**src/lpfm_params.svh**
```systemverilog
// Constants for the lift pressure fault monitor: codes, thresholds, times.
// Assumes a 200 MHz system clock and millivolt/PSI scaled inputs.
`ifndef LPFM_PARAMS_SVH
`define LPFM_PARAMS_SVH
`define LPFM_CLK_KHZ      200000
`define LPFM_RANGE_MS     500
`define LPFM_HEAD_DIS_MS  2000
`define LPFM_ROD_DIS_MS   3000
`define LPFM_BLINK_ON_MS  250
`define LPFM_BLINK_OFF_MS 250
`define LPFM_GAP_MS       1000
`define LPFM_TAIL_MS      2000
`define LPFM_HIGH_MV      16'h128E
`define LPFM_LOW_MV       16'h00FA
`define LPFM_HEAD_DIS_PSI 16'h00FA
`define LPFM_ROD_DIS_PSI  16'h0032
`define LPFM_DTC_LOW_HI   16'h214B
`define LPFM_DTC_LOW_LO   16'h214C
`define LPFM_DTC_UP_HI    16'h214D
`define LPFM_DTC_UP_LO    16'h214E
`define LPFM_DTC_HEAD_DIS 16'h214F
`define LPFM_DTC_ROD_HI   16'h2150
`define LPFM_DTC_ROD_LO   16'h2151
`define LPFM_DTC_ROD_DIS  16'h2154
`endif

```
**src/lpfm_pkg.sv**
```systemverilog
// Types shared by the lift pressure fault monitor.
// Assumes inputs are already digitised on the system clock.
package lpfm_pkg;
  typedef struct packed {
    logic [15:0] lower_mv;
    logic [15:0] upper_mv;
    logic [15:0] rod_mv;
    logic [15:0] lower_psi;
    logic [15:0] upper_psi;
    logic [15:0] rod_psi;
  } lpfm_sense_t;

  typedef struct packed {
    logic lift_up;
    logic drive;
    logic lift;
    logic steer;
  } lpfm_motion_t;

  typedef enum logic [4:0] {
    ST_IDLE = 5'b00001,
    ST_ON   = 5'b00010,
    ST_OFF  = 5'b00100,
    ST_GAP  = 5'b01000,
    ST_TAIL = 5'b10000
  } lpfm_state_t;
endpackage

```
**src/lpfm_monitor.sv**
```systemverilog
// Lift cylinder pressure fault detection and fault lamp blink-code driver.
// Assumes sensor values and motion flags come from logic on CLK.
`include "lpfm_params.svh"
`timescale 1ns/10ps
`default_nettype none

// Summary of operation
// - Upper head voltage above 4.75V for 500ms raises the upper head high fault.
// - Upper head voltage below 0.25V for 500ms raises the upper head low fault.
// - During lift up, head pressures differing over 250 PSI for 2000ms raise a fault.
// - Rod voltage above 4.75V for 500ms raises the rod high fault.
// - Rod voltage below 0.25V for 500ms raises the rod low fault.
// - Rod pressure not under 50 PSI after 3000ms raises the rod disagreement fault.
// - Rod disagreement detection is held off while driving, lifting or steering.
// - The lamp blinks the first code digit, then the second digit.
// - A pause separates the groups, another follows, and the pattern repeats.
// - The full code goes only to the analyzer port; the lamp shows two digits.
// - Lower head voltage above 4.75V for 500ms raises the lower head high fault.
// - Lower head voltage below 0.25V for 500ms raises the lower head low fault.
module lpfm_monitor
  import lpfm_pkg::*;
#(
  parameter int NUM_FAULTS = 8,
  parameter int TICK_RANGE = `LPFM_RANGE_MS * `LPFM_CLK_KHZ,
  parameter int TICK_HEAD  = `LPFM_HEAD_DIS_MS * `LPFM_CLK_KHZ,
  parameter int TICK_ROD   = `LPFM_ROD_DIS_MS * `LPFM_CLK_KHZ,
  parameter int TICK_ON    = `LPFM_BLINK_ON_MS * `LPFM_CLK_KHZ,
  parameter int TICK_OFF   = `LPFM_BLINK_OFF_MS * `LPFM_CLK_KHZ,
  parameter int TICK_GAP   = `LPFM_GAP_MS * `LPFM_CLK_KHZ,
  parameter int TICK_TAIL  = `LPFM_TAIL_MS * `LPFM_CLK_KHZ
) (
  input  wire logic                  CLK,
  input  wire logic                  RESET_N,
  input  wire lpfm_sense_t           SENSE,
  input  wire lpfm_motion_t          MOTION,
  output var  logic [NUM_FAULTS-1:0] FAULT_FLAGS,
  output var  logic                  FAULT_VALID,
  output var  logic [15:0]           FAULT_CODE,
  output var  logic                  LAMP
);

  localparam logic [15:0] CODES [8] = '{`LPFM_DTC_LOW_HI, `LPFM_DTC_LOW_LO,
    `LPFM_DTC_UP_HI, `LPFM_DTC_UP_LO, `LPFM_DTC_HEAD_DIS, `LPFM_DTC_ROD_HI,
    `LPFM_DTC_ROD_LO, `LPFM_DTC_ROD_DIS};
  localparam int LIMITS [8] = '{TICK_RANGE, TICK_RANGE, TICK_RANGE, TICK_RANGE,
    TICK_HEAD, TICK_RANGE, TICK_RANGE, TICK_ROD};

  function automatic logic [15:0] abs_diff(input logic [15:0] a, input logic [15:0] b);
    abs_diff = (a > b) ? (a - b) : (b - a);
  endfunction

  function automatic logic [3:0] code_digit(input logic [15:0] code, input logic sel);
    logic [15:0] d;
    d = sel ? ((code / 16'h0064) % 16'h000A) : (code / 16'h03E8);
    code_digit = d[3:0];
  endfunction

  // Fault conditions
  logic [NUM_FAULTS-1:0] cond;
  logic                  in_motion;

  always_comb begin
    in_motion = MOTION.drive | MOTION.lift | MOTION.steer;
    cond[0] = SENSE.lower_mv > `LPFM_HIGH_MV;
    cond[1] = SENSE.lower_mv < `LPFM_LOW_MV;
    cond[2] = SENSE.upper_mv > `LPFM_HIGH_MV;
    cond[3] = SENSE.upper_mv < `LPFM_LOW_MV;
    cond[4] = MOTION.lift_up &&
              (abs_diff(SENSE.lower_psi, SENSE.upper_psi) > `LPFM_HEAD_DIS_PSI);
    cond[5] = SENSE.rod_mv > `LPFM_HIGH_MV;
    cond[6] = SENSE.rod_mv < `LPFM_LOW_MV;
    cond[7] = !in_motion && (SENSE.rod_psi >= `LPFM_ROD_DIS_PSI);
  end

  // Persistence timers and fault flags
  logic [31:0]           tmr_ff [NUM_FAULTS];
  logic [31:0]           nxt_tmr [NUM_FAULTS];
  logic [NUM_FAULTS-1:0] fault_ff;
  logic [NUM_FAULTS-1:0] nxt_fault;

  always_comb begin
    for (int i = 0; i < NUM_FAULTS; i++) begin
      if (!cond[i]) begin
        nxt_tmr[i] = 32'h0000_0000;
      end else if (tmr_ff[i] < 32'(LIMITS[i])) begin
        nxt_tmr[i] = tmr_ff[i] + 32'h0000_0001;
      end else begin
        nxt_tmr[i] = tmr_ff[i];
      end
      nxt_fault[i] = cond[i] && (nxt_tmr[i] == 32'(LIMITS[i]));
    end
  end

  always_ff @(posedge CLK or negedge RESET_N) begin
    if (!RESET_N) begin
      for (int i = 0; i < NUM_FAULTS; i++) begin
        tmr_ff[i] <= 32'h0000_0000;
      end
      fault_ff <= '0;
    end else begin
      tmr_ff   <= nxt_tmr;
      fault_ff <= nxt_fault;
    end
  end

  // Code report, lowest index wins
  logic [15:0] sel_code;
  logic [15:0] code_ff;
  logic        valid_ff;
  logic        nxt_valid;

  always_comb begin
    nxt_valid = |nxt_fault;
    sel_code = 16'h0000;
    for (int i = NUM_FAULTS - 1; i >= 0; i--) begin
      if (nxt_fault[i]) begin
        sel_code = CODES[i];
      end
    end
  end

  always_ff @(posedge CLK or negedge RESET_N) begin
    if (!RESET_N) begin
      code_ff  <= 16'h0000;
      valid_ff <= 1'b0;
    end else begin
      code_ff  <= sel_code;
      valid_ff <= nxt_valid;
    end
  end

  // Blink-code sequencer
  lpfm_state_t state_ff;
  lpfm_state_t nxt_state;
  logic [31:0] btmr_ff;
  logic [31:0] nxt_btmr;
  logic [3:0]  cnt_ff;
  logic [3:0]  nxt_cnt;
  logic        grp_ff;
  logic        nxt_grp;
  logic [3:0]  dig_ff [2];
  logic [3:0]  nxt_dig [2];
  logic        lamp_ff;
  logic        nxt_lamp;
  logic        expired;
  logic [3:0]  cnt_inc;

  always_comb begin
    nxt_state  = state_ff;
    nxt_btmr   = btmr_ff + 32'h0000_0001;
    nxt_cnt    = cnt_ff;
    nxt_grp    = grp_ff;
    nxt_dig[0] = dig_ff[0];
    nxt_dig[1] = dig_ff[1];
    cnt_inc    = cnt_ff + 4'h1;
    expired    = 1'b0;
    case (state_ff)
      ST_ON:   expired = btmr_ff >= 32'(TICK_ON - 1);
      ST_OFF:  expired = btmr_ff >= 32'(TICK_OFF - 1);
      ST_GAP:  expired = btmr_ff >= 32'(TICK_GAP - 1);
      ST_TAIL: expired = btmr_ff >= 32'(TICK_TAIL - 1);
      default: expired = 1'b0;
    endcase
    case (state_ff)
      ST_IDLE: begin
        nxt_btmr = 32'h0000_0000;
        if (valid_ff) begin
          nxt_dig[0] = code_digit(code_ff, 1'b0);
          nxt_dig[1] = code_digit(code_ff, 1'b1);
          nxt_cnt    = 4'h0;
          nxt_grp    = 1'b0;
          nxt_state  = ST_ON;
        end
      end
      ST_ON: begin
        if (expired) begin
          nxt_btmr = 32'h0000_0000;
          nxt_cnt  = cnt_inc;
          if (cnt_inc >= dig_ff[grp_ff]) begin
            nxt_state = grp_ff ? ST_TAIL : ST_GAP;
          end else begin
            nxt_state = ST_OFF;
          end
        end
      end
      ST_OFF: begin
        if (expired) begin
          nxt_btmr  = 32'h0000_0000;
          nxt_state = ST_ON;
        end
      end
      ST_GAP: begin
        if (expired) begin
          nxt_btmr  = 32'h0000_0000;
          nxt_cnt   = 4'h0;
          nxt_grp   = 1'b1;
          nxt_state = ST_ON;
        end
      end
      ST_TAIL: begin
        if (expired) begin
          nxt_btmr  = 32'h0000_0000;
          nxt_state = ST_IDLE;
        end
      end
      default: begin
        nxt_btmr  = 32'h0000_0000;
        nxt_state = ST_IDLE;
      end
    endcase
    if (!valid_ff) begin
      nxt_btmr  = 32'h0000_0000;
      nxt_state = ST_IDLE;
    end
    nxt_lamp = (nxt_state == ST_ON);
  end

  always_ff @(posedge CLK or negedge RESET_N) begin
    if (!RESET_N) begin
      state_ff  <= ST_IDLE;
      btmr_ff   <= 32'h0000_0000;
      cnt_ff    <= 4'h0;
      grp_ff    <= 1'b0;
      dig_ff[0] <= 4'h0;
      dig_ff[1] <= 4'h0;
      lamp_ff   <= 1'b0;
    end else begin
      state_ff  <= nxt_state;
      btmr_ff   <= nxt_btmr;
      cnt_ff    <= nxt_cnt;
      grp_ff    <= nxt_grp;
      dig_ff    <= nxt_dig;
      lamp_ff   <= nxt_lamp;
    end
  end

  assign FAULT_FLAGS = fault_ff;
  assign FAULT_VALID = valid_ff;
  assign FAULT_CODE  = code_ff;
  assign LAMP        = lamp_ff;
endmodule
`default_nettype wire

```
**config.mk**
```make
export PLATFORM = sky130hd
export DESIGN_NAME = lpfm_monitor
export DESIGN_NICKNAME = d
export VERILOG_FILES = /design/src/lpfm_pkg.sv /design/src/lpfm_monitor.sv
export VERILOG_INCLUDE_DIRS = /design/src
export SDC_FILE = /design/constraint.sdc
export NUM_CORES = 1
export LEC_CHECK = 0
export ABC_AREA = 1
export BUFFER_PORTS_ARGS = -buffer_cell sky130_fd_sc_hd__buf_2
export CORE_UTILIZATION = 55
export DETAILED_ROUTE_END_ITERATION = 8
export PLACE_DENSITY = 0.7
export SLEW_MARGIN = 20
export SYNTH_ARGS = -nofsm -noshare
export SYNTH_HDL_FRONTEND = slang
export SYNTH_SLANG_ARGS = --single-unit
```
**constraint.sdc**
```tcl
create_clock -name CLK -period 3.8 [get_ports CLK]
set_clock_uncertainty 0.15 [all_clocks]
set_input_delay 1.14 -clock CLK [delete_from_list [all_inputs] [get_ports CLK]]
set_output_delay 1.14 -clock CLK [all_outputs]
set_load 0.05 [all_outputs]
```
# After elaboration in Yosys (flattened, before gate mapping)
# Index checks and enable logic that the tools add are counted.
# Widths: inputs -> output; s select.
op_classes:
  add_sub_neg: 12
  div: 3
  n_lt_le_gt_ge: 22
  n_eq_ne: 17
  muxes: 46
  bitwise: 3
  n_reduce_logical: 20
op_table:
  columns: ["cell", "n"]
  rows:
  - ["$mux 32", 19]
  - ["$add 32x1->32 const B", 9]
  - ["$eq 32x27->1 const B", 6]
  - ["$lt 32x27->1 const B", 6]
  - ["$mux 16", 5]
  - ["$mux 14", 4]
  - ["$gt 16x13->1 const B", 3]
  - ["$lt 16x8->1 const B", 3]
  - ["$eq 32x29->1 const B", 1]
  - ["$eq 32x30->1 const B", 1]
  - ["$ge 32x26->1 const B", 1]
  - ["$ge 32x28->1 const B", 1]
  - ["$ge 32x29->1 const B", 1]
  - ["$lt 32x29->1 const B", 1]
  - ["$lt 32x30->1 const B", 1]
  - ["$sub 16x16->16", 2]
  - ["$mux 5", 6]
  - ["$mux 4", 6]
  - ["$pmux 5 s4", 1]
  - ["$div 16x10->16 const B", 1]
  - ["$div 16x7->16 const B", 1]
  - ["$ge 16x6->1 const B", 1]
  - ["$gt 16x16->1", 1]
  - ["$gt 16x8->1 const B", 1]
  - ["26 further kinds", 41]
totals:
  regBits: 332
  in_bits: 102
  output_inout_bits: 26
  word_cells: 141

# Longest topological paths before layout
# Gate-level depths: netlist of the first run.
depth:
  depth_word: 15
  ltp_mapped: 29

# Worst setup path after synthesis of the first run
# No wires, ideal clock.
synth_timing:
  path_type: "input-to-reg"
  startpoint: "in SENSE[32] (netlist name)"
  endpoint: "reg code_ff[4], in the netlist FAULT_CODE[4]"
  setup_time_ps: 119
  arrival_time_ps: 3551
  required_ps: 3531
  setup_slack_ps: -20
  cell_stages: 25
  n_path_buf: 1
  path_cell_list: "inv_1 -> ha_1 -> inv_1 -> fa_1 -> nand3_1 -> nand3_1 -> nand2_2 -> nand2_2 -> nand2_2 -> nand2_4 -> nand2_4 -> buf_6 -> nand2_1 -> nand2_1 -> nand2_1 -> nor2_2 -> nand3_1 -> nor2_2 -> nor2_4 -> nand2_1 -> nand4_2 -> nor2_2 -> nor2_4 -> nand3_2 -> nor2_2"
synth_between:
  elab_chain_cells: 12
  elab_cells_between_ends: 14
  classes_between: "add/sub (2); order compare (2); eq/ne (1); mux (7); reduce/logical (2)"
synth_lines:
  columns: ["item", "line", "text"]
  rows:
  - ["from (decl)", "lpfm_monitor.sv:34", "input wire lpfm_sense_t SENSE,"]
  - ["$sub 16x16->16 / $gt 16x16->1 (equally long branches)", "lpfm_monitor.sv:49", "abs_diff = (a > b) ? (a - b) : (b - a);"]
  - ["$mux 16 (*)", "lpfm_monitor.sv:49", null]
  - ["$gt 16x8->1 (no line) (*)", null, null]
  - ["$logic_and 1x1->1 (*)", "lpfm_monitor.sv:68", "cond[4] = MOTION.lift_up &&"]
  - ["$mux 32", "lpfm_monitor.sv:83", "if (!cond[i]) begin"]
  - ["$eq 32x29->1", "lpfm_monitor.sv:90", "nxt_fault[i] = cond[i] && (nxt_tmr[i] == 32'(LIMITS[i]));"]
  - ["$logic_and 1x1->1 (*)", "lpfm_monitor.sv:90", null]
  - ["net nxt_fault[4]", "lpfm_monitor.sv:79", "logic [NUM_FAULTS-1:0] nxt_fault;"]
  - ["$mux 14 (*)", "lpfm_monitor.sv:116", "if (nxt_fault[i]) begin"]
  - ["$mux 16 (*) (4 in series)", "lpfm_monitor.sv:116", null]
  - ["net sel_code[4]", "lpfm_monitor.sv:107", "logic [15:0] sel_code;"]
  - ["to (signal assigned)", "lpfm_monitor.sv:127", "code_ff <= sel_code;"]
  - ["to (decl)", "lpfm_monitor.sv:108", "logic [15:0] code_ff;"]
# Mark *: on every way through the listed nets, which the timed path passes. The rest lies on a longest branch.
# A chain may end at the register's enable or synchronous reset.

# Final worst setup path of the first run
layout_timing:
  startpoint: "in SENSE[29] (netlist name)"
  endpoint: "reg code_ff[2], in the netlist FAULT_CODE[2]"
# Same word-level chain as after synthesis.

==> impl_metrics.env, run 1 <==
export IMPL_cp_data_required_time_ps=4100
export IMPL_layout_worst_path_cycle_share=0.939
export IMPL_leakage_nw=13.4
export IMPL_synth_fa_ha_area_frac=0.0263
export IMPL_total_power_mw=9.60
export IMPL_grt_max_degree=80
export IMPL_dieHeight_um=206
export IMPL_clk_path_buf_depth=3
export IMPL_rows=74
export IMPL_critPathMaxFanout=12
export IMPL_drtAntennaViolNets=0
export IMPL_synth_warnings=0
export IMPL_portBuffers=118
export IMPL_crit_buf_inv=4
export IMPL_hold_viol_final=0
export IMPL_antenna_found_initial=1
export IMPL_seq_area_frac_synth=0.349
export IMPL_synth_top_family_by_area="simple AND/OR/NAND/NOR gates"
export IMPL_crit_path_start_kind="input port"
export IMPL_relSlewSlack=0.530
export IMPL_overflow=0
export IMPL_synth_top_area_cell="dfrtp_1"
export IMPL_synth_cells=3489
export IMPL_die_area_um2=42600
export IMPL_dpl_cell_area_um2=24900
export IMPL_hold_slack_ps=313
export IMPL_cp_slowest_cell="ha_1"
export IMPL_synthDistinctLibCells=62
export IMPL_fin_ws_ps=232
export IMPL_failed_checks="design-rule violations"
export IMPL_status="finished, violations left"
export IMPL_finalSetupViolCount=0
export IMPL_ys_seq_elements=320
export IMPL_final_util=0.641
export IMPL_chipWidth_um=206
export IMPL_num_vias=22300
export IMPL_areaGrowthSynthToFinish_pct=14.6
export IMPL_muxShareOfSynthArea=0
export IMPL_ios=128
export IMPL_gp_congestion=0.966
export IMPL_clk_latency_ps=550
export IMPL_totalWireLength_um=57200
export IMPL_max_cap_viol_count=0
export IMPL_gr_usage_all_layers=0.274
export IMPL_post_route_min_period_ps=3570
export IMPL_yosys_area_share_simple=0.390
export IMPL_clock_sinks=320
export IMPL_nets=3867
export IMPL_cpLargestDelayFamily="simple AND/OR/NAND/NOR gates"
export IMPL_most_common_layout_cells="934 x nand2_1, 617 x inv_1, 480 x nor2_1, 319 x dfrtp_1, 250 x nand3_1"
export IMPL_via_per_inst=5.21
export IMPL_start_util=0.560
export IMPL_drc=10
export IMPL_synth_xor_area_frac=0.0561
export IMPL_maxSlewViolCount=0
export IMPL_drive_gt1_frac=0.111
export IMPL_path_common_cell="nand2_1"
export IMPL_synthTopCellsByArea="dfrtp_1 35%, nand2_1 15%, inv_1 10%, nor2_1 7.9%, nand3_1 5.5%"
export IMPL_first_pass_iters=8
export IMPL_cts_buffers=38
export IMPL_dp_hpwl_um=43900
export IMPL_path_clk_slew_ps=60
export IMPL_cts_tree="done"
export IMPL_grt_pass1_wl_um=96800
export IMPL_synth_area_um2=23000
export IMPL_cpPeakStageDelay_ps=320
export IMPL_hold_path_class="flip-flop to flip-flop"
export IMPL_cellPowerDensity_nw_per_um2=365
export IMPL_postLayoutCellArea_um2=26300
export IMPL_drt_iter0_drc=1535
export IMPL_cp_cell_sequence="buf_2, inv_1, ha_1, nand2_1, nor2_1, and2_4, nand2_2, nand2_4, nand2_8, buf_4, nand2_1, nand2_1, nor2_2, nand2_1, o21bai_2, nor2_2, nor2_4, nand2_2, nand4_4, nor2_4, nor2_4, nand3_2, nand2_1, inv_1"
export IMPL_h_tree_depth=2
export IMPL_synth_top_cell_area_share=0.348
export IMPL_grt_pass1_vias=21100
export IMPL_core_area_um2=41000
export IMPL_dp_slack_ps=-399
export IMPL_synth_compound_area_frac=0.0599
export IMPL_ir_drop_mv=0.343
export IMPL_post_drt_wl_per_cell_um=13.4
export IMPL_worst_pin_slew_ps=699
export IMPL_arrival_ps=3870
export IMPL_clock_fmax_mhz=280
export IMPL_syn_area_per_cell_um2=6.58
export IMPL_crit_path_end_kind="flip-flop"
export IMPL_crit_type="input port to flip-flop"
export IMPL_cts_root_buf="clkbuf_16"
export IMPL_layout_commonest_cell="nand2_1"
## worst register-to-register path: cells and delay by family (launching register included)
| kind | cells | cell delay (ps) |
|---|---|---|
| buf+inv | 4 | 970 |
| simple gates | 19 | 1780 |
| flops | 1 | 420 |
## path summary, 6_finish.rpt
kind	start	endpoint	slack, ps	depth (start not counted)
hold / removal	btmr_ff[0]	btmr_ff[0]	310	1
min in group asynchronous	RESET_N	tmr_ff[79]	410	1
setup reg to reg	tmr_ff[175]	FAULT_CODE[4]	370	23
max in group asynchronous	RESET_N	tmr_ff[200]	2130	2
hold reg to reg	btmr_ff[0]	btmr_ff[0]	310	1
setup / recovery	SENSE[29]	FAULT_CODE[2]	230	24
## final cells by class
class	count	area, um2
Antenna cell	1	2.50
Tap cell	532	666
Clock inverter	10	158
Multi-Input combinational cell	2482	12400
Inverter	631	2370
Clock buffer	54	1140
Timing Repair Buffer	245	1600
Sequential cell	320	8010
Fill cell	3771	14700
## Yosys cell counts (all sizes together)
library cell  instances
nand2               961
inv                 629
nor2                507
dfrtp               319
nand3               260
xor2                121
nand4               117
nor3                113
o21ai               105
a21oi               101
ha                   45
buf                  41
nor4                 30
xnor2                26
clkbuf               25
nand3b               17
o21bai               12
a211oi                7
and2                  7
nor3b                 7
or2                   5
a31oi                 4
o211ai                4
a2111oi               3
a21o                  2
and3                  2
clkinv                2
fa                    2
nor4b                 2
o22ai                 2
o31ai                 2
o41ai                 2
a21boi                1
a311oi                1
a31o                  1
conb                  1
dfstp                 1
o221ai                1
or3                   1
## flip-flops by register name, summed over array words and instances, names as in the netlist
register     cells
LAMP             1
dig_ff           6
btmr_ff         32
tmr_ff         256
cnt_ff           4
state_ff         5
FAULT_FLAGS      8
FAULT_CODE       6
FAULT_VALID      1
grp_ff           1
## report_power, final
group | switching (mW) | total [mW] | internal [mW]
combinational | 1.14 | 1.83 | 0.695
sequential | 0.326 | 3.99 | 3.67
clock | 1.42 | 3.77 | 2.36
## metrics by stage
| step | instances | TNS, ps |
|---|---|---|
| floorplan | 3499 | 0 |
| global placement | 4208 | -3400 |
| detailed placement | 4208 | -5840 |
| CTS | 4272 | 0 |
| global route | 4275 | -105 |
| finish | 4275 | 0 |
## cells by family (layout without fill, tap and decap cells)
family | count (synthesis) | in the layout
AOI/OAI and AO/OA | 248 | 248
and+or+nand+nor | 2029 | 2029
adders and majority gates | 47 | 47
DFF | 320 | 320
other | 1 | 12
xor gates and xnor gates | 147 | 147
buffers and inverters | 697 | 940
## repair_timing
| action | 4_1_cts | 5_1_grt |
|---|---|---|
| hold endpoints to repair | 0 | 0 |
| gates resized for setup | 0 | 23 |
| buffers inserted | 0 | 2 |
| endpoints found under the setup margin | 0 | 8 |
| hold buffers | 0 | 0 |
## metal layers
metal | vias to the layer above | part of all wire | track usage
met5 | - | 0 | 0
met4 | 0 | 0.025 | 0.0835
met3 | 116 | 0.049 | 0.0393
met2 | 576 | 0.46 | 0.453
met1 | 10200 | 0.46 | 0.371
li1 | 11400 | - | -
(Power assumes the default switching activity.)
==> run 2, diff against run 1 <==
--- a/config.mk
+++ b/config.mk
@@ -11,6 +11,7 @@
 export CORE_UTILIZATION = 55
 export DETAILED_ROUTE_END_ITERATION = 8
 export PLACE_DENSITY = 0.7
+export RECOVER_POWER = 25
 export SLEW_MARGIN = 20
 export SYNTH_ARGS = -nofsm -noshare
 export SYNTH_HDL_FRONTEND = slang
==> impl_metrics.env, run 2 (same netlist as run 1, synthesis figures left out) <==
export IMPL_dpl_cell_area_um2=24900
export IMPL_ir_drop_mv=0.344
export IMPL_cp_cell_sequence="buf_2, inv_1, ha_1, nand2_1, nor2_1, and2_4, nand2_2, nand2_4, nand2_8, buf_4, nand2_1, nand2_1, nor2_2, nand2_1, o21bai_2, nor2_2, nor2_4, nand2_2, nand4_4, nor2_4, nor2_4, nand3_2, nand2_1, inv_1"
export IMPL_antenna_found_initial=1
export IMPL_dieHeight_um=206
export IMPL_crit_path_end_kind="flip-flop"
export IMPL_areaGrowthSynthToFinish_pct=14.4
export IMPL_largest_register="tmr_ff"
export IMPL_relSlewSlack=-0.253
export IMPL_cts_tree="done"
export IMPL_h_tree_depth=2
export IMPL_grt_pass1_vias=21100
export IMPL_arrival_ps=3870
export IMPL_drtAntennaViolNets=0
export IMPL_leakage_nw=13.4
export IMPL_layout_worst_path_cycle_share=0.939
export IMPL_dp_hpwl_um=43900
export IMPL_crit_path_start_kind="input port"
export IMPL_cellPowerDensity_nw_per_um2=365
export IMPL_cpPeakStageDelay_ps=320
export IMPL_clk_path_buf_depth=3
export IMPL_most_common_layout_cells="934 x nand2_1, 617 x inv_1, 480 x nor2_1, 319 x dfrtp_1, 250 x nand3_1"
export IMPL_ios=128
export IMPL_rows=74
export IMPL_post_route_min_period_ps=3570
export IMPL_cts_root_buf="clkbuf_16"
export IMPL_drc=10
export IMPL_cp_data_required_time_ps=4100
export IMPL_grtUsageMet3=0.0393
export IMPL_portBuffers=118
export IMPL_clk_latency_ps=550
export IMPL_die_area_um2=42600
export IMPL_max_cap_viol_count=1
export IMPL_cpLargestDelayFamily="simple AND/OR/NAND/NOR gates"
export IMPL_finalNonFillerCells=4275
export IMPL_nets=3867
export IMPL_drt_iter0_drc=1580
export IMPL_grt_pass1_wl_um=96800
export IMPL_overflow=0
export IMPL_clock_sinks=320
export IMPL_chipWidth_um=206
export IMPL_use_met2=0.453
export IMPL_clock_fmax_mhz=280
export IMPL_met1_usage=0.371
export IMPL_first_pass_iters=7
export IMPL_start_util=0.560
export IMPL_grt_most_used_layer="met2"
export IMPL_gp_congestion=0.966
export IMPL_layout_commonest_cell="nand2_1"
export IMPL_path_common_cell="nand2_1"
export IMPL_postLayoutCellArea_um2=26300
export IMPL_largest_reg_flops=256
export IMPL_hold_path_class="flip-flop to flip-flop"
export IMPL_critPathMaxFanout=12
export IMPL_grt_max_degree=80
export IMPL_path_clk_slew_ps=60
export IMPL_core_area_um2=41000
export IMPL_setup_tns_ps=0
export IMPL_totalWireLength_um=57300
export IMPL_finalSetupViolCount=0
export IMPL_gr_usage_all_layers=0.274
export IMPL_drive_gt1_frac=0.111
export IMPL_via_per_inst=5.20
export IMPL_num_vias=22200
export IMPL_worst_pin_slew_ps=1880
export IMPL_maxSlewViolCount=73
export IMPL_dpl_cell_count=4208
export IMPL_crit_buf_inv=4
export IMPL_crit_type="input port to flip-flop"
export IMPL_post_drt_wl_per_cell_um=13.4
export IMPL_hold_viol_final=0
export IMPL_cp_slowest_cell="ha_1"
export IMPL_failed_checks="design-rule violations, max-capacitance violations, max-slew violations"
export IMPL_cts_buffers=38
export IMPL_reg2reg_slack_ps=370
export IMPL_status="finished, violations left"
## run 2: cell count changes in the layout (fill, tap and decap cells not counted)
cell,previous run,this run
buf_4,123,120
clkbuf_1,6,8
clkbuf_2,0,2
buf_12,3,2
buf_8,1,0
clkbuf_4,0,1
## run 2: path summary, 6_finish.rpt
path | from | to | cells past startpoint
hold reg to reg | btmr_ff[0] | btmr_ff[0] | 1
setup / recovery | SENSE[29] | FAULT_CODE[2] | 24
min in group asynchronous | RESET_N | tmr_ff[79] | 1
setup reg to reg | tmr_ff[175] | FAULT_CODE[4] | 21
max in group asynchronous | RESET_N | tmr_ff[240] | 2
hold / removal | btmr_ff[0] | btmr_ff[0] | 1
## run 2: where the power goes
part | switching (mW) | leakage [nW] | internal [mW]
combinational | 1.13 | 8.31 | 0.691
clock | 1.42 | 0.631 | 2.36
sequential | 0.327 | 4.43 | 3.67
total | 2.88 | 13.4 | 6.71
## run 2: metrics by stage
| step | power, mW | setup slack [ps] | hold WS (ps) | utilization |
|---|---|---|---|---|
| after global placement | 5.78 | -317 | 296 | 0.607 |
| after global routing | 10.1 | -51.1 | 319 | 0.641 |
| after CTS | 9.68 | 172 | 312 | 0.638 |
| after detailed placement | 5.84 | -399 | 303 | 0.607 |
| final | 9.59 | 231 | 313 | 0.641 |
| after floorplan | 5.25 | 22.4 | 281 | - |
## run 2: repair_timing
item | CTS | global route
endpoints found under the setup margin | 0 | 8
resized for setup | 0 | 23
setup buffers | 0 | 2
hold buffers | 0 | 0
## run 2: final cells by class
class                           count  area [um2]
Antenna cell                        1        2.50
Clock buffer                       54        1140
Clock inverter                     10         158
Fill cell                        3773       14700
Inverter                          631        2370
Multi-Input combinational cell   2482       12400
Sequential cell                   320        8010
Tap cell                          532         666
Timing Repair Buffer              245        1560
## run 2: per-layer routing
metal	vias up	part of all wire	routed length, um
met2	541	0.46	26400
met1	10200	0.47	26800
met4	0	0.024	1400
met3	110	0.047	2680
li1	11400	-	-
met5	-	0	0
